`config.mk`:
```
export PLATFORM = sky130hd
export DESIGN_NAME = dc_brake_ctrl
export DESIGN_NICKNAME = d
export VERILOG_FILES = /design/src/dc_brake_pkg.sv /design/src/brake_timer.sv /design/src/dc_brake_ctrl.sv
export SDC_FILE = /design/constraint.sdc
export NUM_CORES = 1
export LEC_CHECK = 0
export BUFFER_PORTS_ARGS = -buffer_cell sky130_fd_sc_hd__buf_2
export CORE_MARGIN = 1.5
export CORE_UTILIZATION = 45
export CTS_BUF_LIST = sky130_fd_sc_hd__clkbuf_4
export DETAILED_ROUTE_END_ITERATION = 16
export GPL_ROUTABILITY_DRIVEN = 0
export MAX_ROUTING_LAYER = met4
export SLEW_MARGIN = 20
export SYNTH_ARGS = -nofsm -noshare
export SYNTH_HDL_FRONTEND = slang
export SYNTH_SLANG_ARGS = --single-unit
```
`constraint.sdc`:
```
create_clock -name clk_sys -period 6.3 [get_ports clk_sys]
set_input_delay 0.945 -clock clk_sys [delete_from_list [all_inputs] [get_ports clk_sys]]
set_output_delay 0.945 -clock clk_sys [all_outputs]
set_load 0.01 [all_outputs]
```
`src/dc_brake_pkg.sv`:
```
package dc_brake_pkg;

   // Register byte offsets on the plain register port.
   localparam logic [7:0] OFS_CTRL       = 8'h00;
   localparam logic [7:0] OFS_THRESHOLD  = 8'h04;
   localparam logic [7:0] OFS_WAIT       = 8'h08;
   localparam logic [7:0] OFS_STOP_FORCE = 8'h0C;
   localparam logic [7:0] OFS_STOP_DUR   = 8'h10;
   localparam logic [7:0] OFS_STA_FORCE  = 8'h14;
   localparam logic [7:0] OFS_STA_DUR    = 8'h18;
   localparam logic [7:0] OFS_CARRIER    = 8'h1C;
   localparam logic [7:0] OFS_STATUS     = 8'h20;

   // Field positions inside the control and status words.
   localparam int POS_ENABLE_SEL = 0;
   localparam int POS_TRIG_KIND  = 4;
   localparam int POS_STOP_EN    = 8;
   localparam int POS_START_EN   = 9;
   localparam int POS_TERM_FUNC  = 16;
   localparam int POS_ST_STATE   = 0;
   localparam int POS_ST_INJECT  = 4;
   localparam int POS_ST_EXT     = 5;
   localparam int POS_ST_FORCE   = 8;

   // Setting codes.
   localparam logic [1:0] ENABLE_OFF     = 2'h0;
   localparam logic [1:0] ENABLE_ON      = 2'h1;
   localparam logic [1:0] TRIG_EDGE      = 2'h0;
   localparam logic [1:0] TRIG_LEVEL     = 2'h1;
   localparam logic [7:0] FUNC_EXT_BRAKE = 8'h07;

   // Reset values (frequency in 0.01 Hz, times in 0.1 s, carrier 0.1 kHz).
   localparam logic [1:0]  RST_ENABLE_SEL = ENABLE_OFF;
   localparam logic [1:0]  RST_TRIG_KIND  = TRIG_LEVEL;
   localparam logic        RST_STOP_EN    = 1'b1;
   localparam logic        RST_START_EN   = 1'b0;
   localparam logic [7:0]  RST_TERM_FUNC  = 8'h00;
   localparam logic [12:0] RST_THRESHOLD  = 13'h0032;
   localparam logic [5:0]  RST_WAIT       = 6'h00;
   localparam logic [6:0]  RST_FORCE      = 7'h00;
   localparam logic [9:0]  RST_DUR        = 10'h000;
   localparam logic [6:0]  RST_CARRIER    = 7'h1E;

   // Setting limits.
   localparam logic [12:0] THRESHOLD_MAX = 13'h1770;
   localparam logic [5:0]  WAIT_MAX      = 6'h32;
   localparam logic [6:0]  FORCE_MAX     = 7'h46;
   localparam logic [9:0]  DUR_MAX       = 10'h258;
   localparam logic [6:0]  CARRIER_MIN   = 7'h05;
   localparam logic [6:0]  CARRIER_SMALL = 7'h78;

   // Force derating against braking carrier, in 0.1 kHz and percent.
   localparam logic [6:0] DERATE_KNEE  = 7'h1E;
   localparam logic [6:0] DERATE_STEP  = 7'h02;
   localparam logic [6:0] DERATE_FLOOR = 7'h0A;

   // Time base: one setting step is 100 ms of a 25 MHz clock.
   localparam int CLK_HZ       = 25_000_000;
   localparam int STEP_TIME_MS = 100;
   localparam int STEP_CYCLES  = CLK_HZ / 1000 * STEP_TIME_MS;

   // Sequencer states.
   typedef enum logic [2:0] {
      ST_IDLE   = 3'b000,
      ST_RUN    = 3'b001,
      ST_WAIT   = 3'b010,
      ST_STOPBR = 3'b011,
      ST_STARTB = 3'b100,
      ST_EXTLVL = 3'b101,
      ST_EXTEDG = 3'b110
   } brake_state_e;

endpackage

```
`src/brake_timer.sv`:
```
`timescale 1ns/1ps
// Counts 100 ms steps from a restart until the limit is met.
module brake_timer #(
   parameter int STEP_CYCLES = 2_500_000
) (
   input  wire logic       clk_sys,
   input  wire logic       rst_b,
   input  wire logic       restart,
   input  wire logic [9:0] limit,
   output logic            done
);

   logic [21:0] pre;       // Cycles inside the current step.
   logic [21:0] next_pre;  // Next value of the prescaler.
   logic [9:0]  steps;     // Whole steps elapsed.
   logic [9:0]  next_steps; // Next value of the step count.

   // The count stops at the limit, so a long hold never wraps round.
   always_comb begin
      next_pre = pre;
      next_steps = steps;
      if (restart) begin
         next_pre = '0;
         next_steps = '0;
      end else if (steps < limit) begin
         if (pre == 22'(STEP_CYCLES - 1)) begin
            next_pre = '0;
            next_steps = steps + 10'h001;
         end else begin
            next_pre = pre + 22'h000001;
         end
      end
   end

   // Registers only.
   always_ff @(posedge clk_sys or negedge rst_b) begin
      if (!rst_b) begin
         pre <= '0;
         steps <= '0;
      end else begin
         pre <= next_pre;
         steps <= next_steps;
      end
   end

   // Done ignores restart: restart comes from the next state, which reads
   // done, so gating it here would close a combinational loop.
   assign done = (steps >= limit);

endmodule // brake_timer

```
`src/dc_brake_ctrl.sv`:
```
// The address map and the plain strobed port are this design's own decisions.
`timescale 1ns/1ps
// Summary of operation
// - Brake below threshold frequency while decelerating.
// - Coast for the wait delay first.
// - Wait starts at threshold or external input.
// - Stop braking uses the stop force.
// - Stop braking lasts the stop duration.
// - Optional start braking before accelerating.
// - Enable code 01 turns on internal braking.
// - External input overrides enable and durations.
// - Trigger kind: 00 edge, 01 level.
// - Level mode brakes while input is on.
// - Edge mode brakes until the motor stops.
// - Edge mode ignores edges while stopped.
// - Braking uses its own carrier frequency.
// - Higher braking carrier derates the force.
module dc_brake_ctrl
   import dc_brake_pkg::*;
#(
   parameter int         STEP_CYC    = dc_brake_pkg::STEP_CYCLES,
   parameter logic [6:0] CARRIER_TOP = dc_brake_pkg::CARRIER_SMALL
) (
   input  wire logic        clk_sys,
   input  wire logic        rst_b,
   input  wire logic [7:0]  addr,
   input  wire logic [31:0] wdata,
   input  wire logic        wr_en,
   input  wire logic        rd_en,
   output logic      [31:0] rdata,
   input  wire logic        run_cmd,
   input  wire logic        decel,
   input  wire logic [15:0] out_freq,
   input  wire logic        motor_stopped,
   input  wire logic        ext_brake_input,
   input  wire logic [6:0]  main_output_carrier,
   output logic             brake_inject,
   output logic             drive_coast,
   output logic             drive_run,
   output logic      [6:0]  force_cmd,
   output logic      [6:0]  carrier_cmd
);
   import dc_brake_pkg::*;

   // Saturates a written value at its largest legal setting.
   function automatic logic [12:0] clamp(input logic [12:0] v,
                                         input logic [12:0] top);
      clamp = (v > top) ? top : v;
   endfunction

   // Largest force the braking carrier allows.
   function automatic logic [6:0] force_limit(input logic [6:0] car);
      logic [6:0] cut;
      cut = '0;
      if (car > DERATE_KNEE) begin
         cut = (car - DERATE_KNEE) / DERATE_STEP;
      end
      if (cut > FORCE_MAX - DERATE_FLOOR) begin
         force_limit = DERATE_FLOOR;
      end else begin
         force_limit = FORCE_MAX - cut;
      end
   endfunction

   // Settings held by software.
   logic [1:0]  enable_sel;           // Internal braking enable code.
   logic [1:0]  ext_trigger_kind;     // Edge or level for the input.
   logic        stop_en;              // Internal braking at stopping.
   logic        start_en;             // Internal braking at starting.
   logic [7:0]  term_func;            // Function code of the input.
   logic [12:0] brake_threshold_freq; // Threshold in 0.01 Hz.
   logic [5:0]  brake_wait_delay;     // Coast time in 0.1 s.
   logic [6:0]  stop_brake_force;     // Percent.
   logic [9:0]  stop_brake_duration;  // 0.1 s.
   logic [6:0]  start_brake_force;    // Percent.
   logic [9:0]  start_brake_duration; // 0.1 s.
   logic [6:0]  brake_carrier_freq;   // 0.1 kHz.
   logic [31:0] next_rdata;           // Read data for the next cycle.
   logic [12:0] wr_val;               // Low write bits before saturating.

   // Sequencer and input pipeline.
   brake_state_e state;       // Present sequencer state.
   brake_state_e next_state;  // State at the next edge.
   logic        ext_meta;     // First synchroniser stage.
   logic        ext_sync;     // Input safe to use.
   logic        ext_prev;     // Delayed copy for the edge.
   logic        run_prev;     // Delayed run command.
   logic        ext_rise;     // Off-to-on of the external input.
   logic        run_rise;     // Fresh run command.
   logic        ext_mode;     // Terminal assigned to braking.
   logic        int_mode;     // Internal braking enabled.
   logic        below_thr;    // Output frequency under threshold.
   logic        timer_done;   // Timed interval complete.
   logic        timer_go;     // Restart on each state change.
   logic        has_wait;     // A nonzero wait delay is set.
   logic [9:0]  timer_lim;    // Limit for the present state.
   logic [6:0]  lim;          // Derated force ceiling.
   logic [6:0]  stop_lim;     // Stop force after derating.
   logic [6:0]  start_lim;    // Start force after derating.
   logic        next_inject;  // Next DC injection output.
   logic        next_coast;   // Next coast output.
   logic        next_run;     // Next normal output.
   logic [6:0]  next_force;   // Next force command.
   logic [6:0]  next_carrier; // Next carrier command.

   // Register writes and reads; unmapped addresses read as zero.
   always_ff @(posedge clk_sys or negedge rst_b) begin
      if (!rst_b) begin
         enable_sel <= RST_ENABLE_SEL;
         ext_trigger_kind <= RST_TRIG_KIND;
         stop_en <= RST_STOP_EN;
         start_en <= RST_START_EN;
         term_func <= RST_TERM_FUNC;
         brake_threshold_freq <= RST_THRESHOLD;
         brake_wait_delay <= RST_WAIT;
         stop_brake_force <= RST_FORCE;
         stop_brake_duration <= RST_DUR;
         start_brake_force <= RST_FORCE;
         start_brake_duration <= RST_DUR;
         brake_carrier_freq <= RST_CARRIER;
         rdata <= '0;
      end else begin
         rdata <= next_rdata;
         if (wr_en) begin
            case (addr)
               OFS_CTRL: begin
                  enable_sel <= wdata[POS_ENABLE_SEL +: 2];
                  ext_trigger_kind <= wdata[POS_TRIG_KIND +: 2];
                  stop_en <= wdata[POS_STOP_EN];
                  start_en <= wdata[POS_START_EN];
                  term_func <= wdata[POS_TERM_FUNC +: 8];
               end
               OFS_THRESHOLD: begin
                  brake_threshold_freq <= clamp(wr_val, THRESHOLD_MAX);
               end
               OFS_WAIT: begin
                  brake_wait_delay <= 6'(clamp(wr_val, 13'(WAIT_MAX)));
               end
               OFS_STOP_FORCE: begin
                  stop_brake_force <= 7'(clamp(wr_val, 13'(FORCE_MAX)));
               end
               OFS_STOP_DUR: begin
                  stop_brake_duration <= 10'(clamp(wr_val, 13'(DUR_MAX)));
               end
               OFS_STA_FORCE: begin
                  start_brake_force <= 7'(clamp(wr_val, 13'(FORCE_MAX)));
               end
               OFS_STA_DUR: begin
                  start_brake_duration <= 10'(clamp(wr_val, 13'(DUR_MAX)));
               end
               OFS_CARRIER: begin
                  // The carrier stays inside the range of this frame size.
                  if (wr_val < 13'(CARRIER_MIN)) begin
                     brake_carrier_freq <= CARRIER_MIN;
                  end else begin
                     brake_carrier_freq <= 7'(clamp(wr_val, 13'(CARRIER_TOP)));
                  end
               end
               default: begin
               end
            endcase
         end
      end
   end

   // Read multiplexer; data show only in the cycle after the strobe.
   always_comb begin
      next_rdata = '0;
      if (rd_en) begin
         case (addr)
            OFS_CTRL: begin
               next_rdata[POS_ENABLE_SEL +: 2] = enable_sel;
               next_rdata[POS_TRIG_KIND +: 2] = ext_trigger_kind;
               next_rdata[POS_STOP_EN] = stop_en;
               next_rdata[POS_START_EN] = start_en;
               next_rdata[POS_TERM_FUNC +: 8] = term_func;
            end
            OFS_THRESHOLD:  next_rdata[12:0] = brake_threshold_freq;
            OFS_WAIT:       next_rdata[5:0] = brake_wait_delay;
            OFS_STOP_FORCE: next_rdata[6:0] = stop_brake_force;
            OFS_STOP_DUR:   next_rdata[9:0] = stop_brake_duration;
            OFS_STA_FORCE:  next_rdata[6:0] = start_brake_force;
            OFS_STA_DUR:    next_rdata[9:0] = start_brake_duration;
            OFS_CARRIER:    next_rdata[6:0] = brake_carrier_freq;
            OFS_STATUS: begin
               next_rdata[POS_ST_STATE +: 3] = state;
               next_rdata[POS_ST_INJECT] = brake_inject;
               next_rdata[POS_ST_EXT] = ext_sync;
               next_rdata[POS_ST_FORCE +: 7] = force_cmd;
            end
            default: next_rdata = '0;
         endcase
      end
   end

   // Mode decode and derated force ceilings.
   assign ext_mode = (term_func == FUNC_EXT_BRAKE);
   assign int_mode = !ext_mode && (enable_sel == ENABLE_ON);
   assign below_thr = (out_freq < 16'(brake_threshold_freq));
   assign ext_rise = ext_sync && !ext_prev;
   assign run_rise = run_cmd && !run_prev;
   assign lim = force_limit(brake_carrier_freq);
   assign stop_lim = (stop_brake_force > lim) ? lim : stop_brake_force;
   assign start_lim = (start_brake_force > lim) ? lim : start_brake_force;
   assign timer_go = (next_state != state);
   assign wr_val = wdata[12:0];
   assign has_wait = (brake_wait_delay != '0);

   // One timer serves the wait and both timed braking intervals.
   always_comb begin
      case (state)
         ST_WAIT:   timer_lim = 10'(brake_wait_delay);
         ST_STOPBR: timer_lim = stop_brake_duration;
         ST_STARTB: timer_lim = start_brake_duration;
         default:   timer_lim = '0;
      endcase
   end

   brake_timer #(
      .STEP_CYCLES (STEP_CYC)
   ) u_timer (
      .clk_sys (clk_sys),
      .rst_b   (rst_b),
      .restart (timer_go),
      .limit   (timer_lim),
      .done    (timer_done)
   );

   // Sequencer. External triggering outranks internal settings.
   always_comb begin
      next_state = state;
      case (state)
         ST_IDLE: begin
            // Edge mode has no branch here, so a rise while stopped is lost.
            if (ext_mode && ext_trigger_kind == TRIG_LEVEL && ext_sync) begin
               next_state = has_wait ? ST_WAIT : ST_EXTLVL;
            end else if (run_cmd) begin
               if (int_mode && start_en && run_rise &&
                   start_brake_duration != '0) begin
                  next_state = ST_STARTB;
               end else begin
                  next_state = ST_RUN;
               end
            end
         end
         ST_RUN: begin
            if (ext_mode && ext_trigger_kind == TRIG_LEVEL && ext_sync) begin
               next_state = has_wait ? ST_WAIT : ST_EXTLVL;
            end else if (ext_mode && ext_trigger_kind == TRIG_EDGE &&
                         ext_rise) begin
               next_state = has_wait ? ST_WAIT : ST_EXTEDG;
            end else if (int_mode && stop_en && decel && below_thr &&
                         stop_brake_duration != '0) begin
               next_state = has_wait ? ST_WAIT : ST_STOPBR;
            end else if (!run_cmd && motor_stopped) begin
               next_state = ST_IDLE;
            end
         end
         ST_WAIT: begin
            // The delay runs from the trigger that led here.
            if (ext_mode && ext_trigger_kind == TRIG_LEVEL && !ext_sync) begin
               next_state = ST_IDLE;
            end else if (timer_done) begin
               if (!ext_mode) begin
                  next_state = ST_STOPBR;
               end else if (ext_trigger_kind == TRIG_LEVEL) begin
                  next_state = ST_EXTLVL;
               end else begin
                  next_state = ST_EXTEDG;
               end
            end
         end
         ST_STOPBR: begin
            if (timer_done) begin
               next_state = ST_IDLE;
            end
         end
         ST_STARTB: begin
            if (timer_done) begin
               next_state = run_cmd ? ST_RUN : ST_IDLE;
            end
         end
         ST_EXTLVL: begin
            if (!ext_sync) begin
               next_state = ST_IDLE;
            end
         end
         ST_EXTEDG: begin
            if (motor_stopped) begin
               next_state = ST_IDLE;
            end
         end
         default: next_state = ST_IDLE;
      endcase
   end

   // Drive commands follow the state being entered.
   always_comb begin
      next_inject = 1'b0;
      next_coast = 1'b0;
      next_run = 1'b0;
      next_force = '0;
      next_carrier = main_output_carrier;
      case (next_state)
         ST_RUN: next_run = 1'b1;
         ST_WAIT: next_coast = 1'b1;
         ST_STOPBR, ST_EXTEDG: begin
            next_inject = 1'b1;
            next_force = stop_lim;
            next_carrier = brake_carrier_freq;
         end
         ST_STARTB: begin
            next_inject = 1'b1;
            next_force = start_lim;
            next_carrier = brake_carrier_freq;
         end
         ST_EXTLVL: begin
            // Force depends on whether the drive is asked to run.
            next_inject = 1'b1;
            next_force = run_cmd ? start_lim : stop_lim;
            next_carrier = brake_carrier_freq;
         end
         default: next_coast = 1'b0;
      endcase
   end

   // State, synchroniser and output registers.
   always_ff @(posedge clk_sys or negedge rst_b) begin
      if (!rst_b) begin
         state <= ST_IDLE;
         ext_meta <= 1'b0;
         ext_sync <= 1'b0;
         ext_prev <= 1'b0;
         run_prev <= 1'b0;
         brake_inject <= 1'b0;
         drive_coast <= 1'b0;
         drive_run <= 1'b0;
         force_cmd <= '0;
         carrier_cmd <= '0;
      end else begin
         state <= next_state;
         ext_meta <= ext_brake_input;
         ext_sync <= ext_meta;
         ext_prev <= ext_sync;
         run_prev <= run_cmd;
         brake_inject <= next_inject;
         drive_coast <= next_coast;
         drive_run <= next_run;
         force_cmd <= next_force;
         carrier_cmd <= next_carrier;
      end
   end
endmodule // dc_brake_ctrl

```
# Word-level counts from Yosys, hierarchy flattened
# Cells that the tools add are included.
# totals
in_bits,71
register_bits,162
# classes
n_eq_ne,25
n_lt_le_gt_ge,13
muxes,54
reduce_logical,40
add_sub_neg,4
# op_table
cell,n
$mux W22,3
$mux W7,8
$mux W3,16
$mux W10,4
$pmux W2 S9,2
$eq A8 B5 Y1 const B,4
$pmux W10 S3,1
$gt A13 B7 Y1 const B,2
$mux W24,1
$add A22 B1 Y22 const B,1
$eq A22 B22 Y1 const B,1
$pmux W3 S7,1
$pmux W7 S3,1
$reduce_bool A10 Y1,2
$eq A3 B3 Y1 const B,6
$reduce_and A2 Y1,9
$eq A8 B3 Y1 const B,2
$eq A8 B4 Y1 const B,2
$logic_and A1 B1 Y1,16
$lt A16 B13 Y1,1
$gt A7 B7 Y1,2
$gt A13 B10 Y1 const B,1
$gt A13 B13 Y1 const B,1
$gt A13 B6 Y1 const B,1
32 further kinds,48

# Depth between registers and ports, before layout
# logic_depth
ltp_word,14
mapped_depth,17
ltp_nobuf,15

# Cells and area by module
# Synthesis repeated with hierarchy kept, for this count alone.
# unflattened
hier_cells,1002
hier_area_um2,9205.1
# by_module_without_submodules
module,area_per_inst_um2,cells_per_inst,instances
dc_brake_ctrl,6962.9,751,1
brake_timer,2242.2,251,1

# Worst setup path after synthesis
# Ideal clock, no wire load.
# synth_path
path_type,reg2reg
startpoint,register state[0]
endpoint,register carrier_cmd[0]
t_arrival_ps,3722
stages_incl_launch_ff,14
setup_slack_ps,2454
setup_ps,125
cell_sequence,dfrtp_1 -> clkbuf_1 -> buf_2 -> nor3_1 -> a22oi_1 -> ha_1 -> and4_1 -> a21oi_1 -> o21ai_1 -> or4_1 -> o211ai_4 -> inv_2 -> o21ai_4 -> mux2_2
# synth_via
elab_chain_len,9
elab_cells_between_ends,28
classes_between,1 x order compare; 10 x eq/ne; 15 x mux; 2 x reduce/logical
# synth_lines
item,line,rtl
from (decl),dc_brake_ctrl.sv:82,brake_state_e state;
from (signal assigned),dc_brake_ctrl.sv:341,state <= next_state;
$eq A3 B3 Y1 or $eq A3 B2 Y1 (tied branches),"dc_brake_ctrl.sv:211, dc_brake_ctrl.sv:232",
$pmux W10 S3,dc_brake_ctrl.sv:211,case (state)
$ge A10 B10 Y1,brake_timer.sv:48,assign done = (steps >= limit);
$mux W3,dc_brake_ctrl.sv:263,end else if (timer_done) begin
$mux W3,dc_brake_ctrl.sv:261,if (ext_mode && ext_trigger_kind == TRIG_LEVEL && !ext_sync) begin
$pmux W3 S7 (*),dc_brake_ctrl.sv:232,case (state)
via next_state[1],dc_brake_ctrl.sv:83,brake_state_e next_state;
$eq A3 B3 Y1 or $eq A3 B2 Y1 (tied branches),dc_brake_ctrl.sv:304,case (next_state)
$reduce_or A4 Y1 (no source line) (*),-,
$mux W7 (*),dc_brake_ctrl.sv:304,
via next_carrier[0],dc_brake_ctrl.sv:104,logic [6:0] next_carrier;
to (signal assigned),dc_brake_ctrl.sv:350,carrier_cmd <= next_carrier;
to (decl),dc_brake_ctrl.sv:41,output logic [6:0] carrier_cmd
# The timed path passes the listed nets; every way through them passes the cells marked *.
# A chain may end at the register's enable or synchronous reset.

# Final worst setup path
# layout_path
startpoint,register state[2]
endpoint,register force_cmd[4]
# layout_via
elab_chain_len,9
elab_cells_between_ends,28
classes_between,1 x order compare; 10 x eq/ne; 15 x mux; 2 x reduce/logical
# layout_lines
item,line,rtl
$eq A3 B3 Y1 or $eq A3 B2 Y1 (tied branches),"dc_brake_ctrl.sv:211, dc_brake_ctrl.sv:232",
$pmux W10 S3,dc_brake_ctrl.sv:211,
$ge A10 B10 Y1,brake_timer.sv:48,
$mux W3,dc_brake_ctrl.sv:263,
$mux W3,dc_brake_ctrl.sv:261,
$pmux W3 S7 (*),dc_brake_ctrl.sv:232,
via next_state[1],dc_brake_ctrl.sv:83,
$eq A3 B2 Y1 or $eq A3 B3 Y1 (tied branches),dc_brake_ctrl.sv:304,
$reduce_or A2 Y1,-,
$pmux W7 S3 (*),dc_brake_ctrl.sv:304,
via next_force[4],dc_brake_ctrl.sv:103,logic [6:0] next_force;
to (signal assigned),dc_brake_ctrl.sv:349,force_cmd <= next_force;
to (decl),dc_brake_ctrl.sv:40,"output logic [6:0] force_cmd,"
# Marks and branches as above.

==> results.rst <==
.. list-table::
   :header-rows: 1

   * - Metric
     - Value
   * - Result of the run
     - finished clean
   * - Max frequency
     - between 0.2 and 0.25 GHz
   * - Capture point of the critical path
     - force_cmd[4]$_DFF_PN0_
   * - Critical path startpoint category
     - flop
   * - Via density per instance
     - 5.84
   * - Avg Cell Area, Syn
     - 9.31 µm²
   * - Overall die area
     - 20900 µm²
   * - Count of flip-flops with a built-in enable after synthesis
     - 0
   * - Cts bufs inserted
     - 17
   * - Via count of the first global-routing pass
     - 7251
   * - Beginning of the worst register-to-register path
     - state[2]$_DFF_PN0_
   * - Final Hold Viols
     - 0
   * - Clock edge transition at the registers on the reported setup and hold paths
     - 0.13 ns
   * - Worst setup slack for register-to-register paths
     - 1.85 ns
   * - Ys Warns
     - 0
   * - Initial DRC count
     - around 640
   * - Final cell utilization of the core
     - 0.510
   * - H-tree depth reported by CTS
     - 4
   * - Critical Path AT
     - between 4 and 5 ns
   * - Sum of overflow across all layers after global routing
     - 0
   * - Master of the slowest instance on the critical path
     - nor3_1
   * - Minimum clock period
     - ~4.4 ns
   * - Number of gates on the worst path with buffers counted
     - 12
   * - Cell-by-cell trace of the critical path
     - inv_1 > nor3_1 > a22oi_1 > ha_1 > and4_1 > a21oi_1 > o21ai_1 > or4_1 > o211ai_4 > inv_2 > a31oi_2 > o22ai_1
   * - Area share of the leading cell type in the synthesized netlist
     - 0.400
   * - WL/cell
     - 18.8 µm
   * - Die Y-Extent
     - between 100 and 150 µm
   * - Async SR Flop Fraction
     - 1.00
   * - Top_reg_cell synth
     - dfrtp_1
   * - CTS tree
     - yes
   * - First element of the critical path
     - state[2]$_DFF_PN0_
   * - Post-synthesis instance area
     - 9020 µm²
   * - Site row count
     - 51
   * - Share of the yosys chip area belonging to registers
     - 0.426
   * - Worst stage delay on the critical path
     - 0.73 ns
   * - Max-Cap Viols
     - 0
   * - Count of vias placed by the detailed router
     - slightly below 8000
   * - Data required time at the worst endpoint
     - a little under 7 ns
   * - Number of primary I/O pins
     - 120
   * - Initial antenna violation count
     - 1
   * - Cts hold-fix bufs
     - 0
   * - Residual DRC
     - 0
   * - Maximum number of pins on one net before global-route repair
     - approximately 110
   * - Dominant delay contributor by cell family on the critical path
     - simple AND/OR/NAND/NOR gates
   * - Endpoint type of the worst setup path
     - flop
   * - Destination of the worst register-to-register timing path
     - force_cmd[4]$_DFF_PN0_
   * - Fraction of layout cells with a size suffix above 1
     - 0.196
   * - Relative area change from synthesis to final layout
     - 10.8%
   * - Commonest cells post-synth
     - dfrtp_1 (144), nand2_1 (119), nor2_1 (80), o21ai_0 (80), a21oi_1 (43)
   * - Unrepaired setup endpoints after global routing
     - no
   * - Standby leakage power
     - roughly 4.4 nW
   * - Final worst-path cycle share
     - 0.706
   * - Count of clock tree sinks
     - 153
   * - Combined buffer and inverter count along the critical path
     - 2
   * - Largest fanout on the critical path
     - 10
   * - Maximum clock skew at final layout
     - 0.0221 ns
   * - Total power divided by cell area
     - 233 nW/µm²
   * - Number of cells on the worst reg-to-reg path
     - 12
   * - Die width
     - 145 µm
   * - Tot GR Track Use
     - 0.257
   * - Antenna-violating nets left
     - 0
   * - Top-count cell post-synth
     - dfrtp_1
   * - # setup viols final
     - 0
   * - Highest ir drop seen on vdd
     - between 0.1 and 0.15 mV
   * - Number of gates given a new drive strength after cts
     - 0
   * - Number of distinct library cells after synthesis
     - 82
   * - Detailed-routing iteration count for the pre-antenna-repair pass
     - 7
   * - Instance count of the mapped netlist
     - 969
   * - Largest cells by area after synthesis
     - dfrtp_1 (40%), ha_1 (5.5%), nand2_1 (5.0%)
   * - WL final
     - roughly 25 mm
   * - First-pass GRT wire length
     - 39.6 mm
   * - Number of setup buffers added after CTS
     - 0
   * - Final-stage net count
     - 1156
   * - Clock insertion delay at the later pin of the skew report
     - 0.59 ns
   * - Class of the tightest hold or removal check
     - input port to asynchronous set/reset pin
   * - Maximum buffer depth of the clock tree
     - 2
   * - Effective utilization at floorplan
     - 0.460
   * - Critical path class
     - flop to flop
   * - Number of synthesized register bits
     - 153
   * - Worst Tran Pin Value
     - 1.07 ns
   * - Standard cell core area
     - between 15000 and 20000 µm²
   * - Final Max Tran Viols
     - 0
   * - Estimated wirelength of the detail-placed design
     - approximately 18 mm
   * - Rel. slew slack
     - 0.285
   * - Total negative slack
     - 0 ns
   * - Buffers added on ports
     - 99
   * - Root buf cell
     - clkbuf_4
   * - Post-synth top area cell
     - dfrtp_1
worst min-delay path by stage:
stage | startpoint | end | slack, ns | cells past startpoint
floorplan | ext_meta$_DFF_PN0_ | ext_sync$_DFF_PN0_ | 0.33 | 0
global placement | ext_meta$_DFF_PN0_ | ext_sync$_DFF_PN0_ | 0.33 | 0
detailed placement | ext_meta$_DFF_PN0_ | ext_sync$_DFF_PN0_ | 0.34 | 0
CTS | ext_meta$_DFF_PN0_ | ext_sync$_DFF_PN0_ | 0.37 | 0
global route | rst_b | u_timer.pre[7]$_DFFE_PN0P_ | 0.21 | 1
finish | rst_b | u_timer.pre[7]$_DFFE_PN0P_ | 0.23 | 1
layout make-up:
| type | instances | area, µm² |
|---|---|---|
| sequential | 153 | 3840 |
| clock inverter | 11 | 148 |
| clock buffer | 20 | 150 |
| fill | 1886 | 9600 |
| inverter | 36 | 135 |
| multi-input combinational | 731 | 4810 |
| tap | 265 | 332 |
| antenna | 1 | 2.50 |
| timing repair buffer | 106 | 574 |
placed cells by master (no fill, tap or decap), drive strengths merged, types with 18 or more instances in the layout:
master  instances
nand3          30
mux2i          29
a21oi          55
o21ai          82
inv            37
dfrtp         144
nand2         119
buf           106
ha             40
clkbuf         20
nor2           80
mux2           30
nor2b          18
power by group:
part	internal [mW]	switching, mW
sequential	1.04	0.0482
combinational	0.200	0.394
clock	0.286	0.366
registers in the layout (all words and copies together) (netlist names), 8 cells and up:
name / cells
term_func: 8
stop_brake_duration: 10
brake_threshold_freq: 13
u_timer.steps: 10
start_brake_duration: 10
rdata: 23
u_timer.pre: 22
layer usage:
metal,vias up,track usage,share of wire
met5,-,-,0
met1,3781,0.351,0.46
met3,41,0.0464,0.060
met2,255,0.400,0.47
li1,3645,-,-
met4,0,0.0627,0.019
metrics by stage:
stage               area [µm²]  worst slack, ns  hold slack, ns  cells  total power [mW]
finish                    9990             1.85           0.231   1323              2.33
global route              9990             1.46           0.211   1323              2.45
CTS                       9950             1.59           0.366   1321              2.34
detailed placement        9650             1.62           0.338   1290              1.68
global placement          9650             1.66           0.332   1290              1.68
floorplan                 9050             2.45           0.331    977              1.51
logic make-up after synthesis:
family,count (synthesis),share of synthesized area
other,1,0.000416
flip-flops,153,0.426
multiplexers,61,0.0755
AND/OR/NAND/NOR,368,0.206
buffers and inverters,93,0.0462
AO/OA/AOI/OAI,238,0.176
adder cells (fa/ha/maj),40,0.0555
XOR/XNOR,15,0.0146
Power figures use the tool's default switching activity.
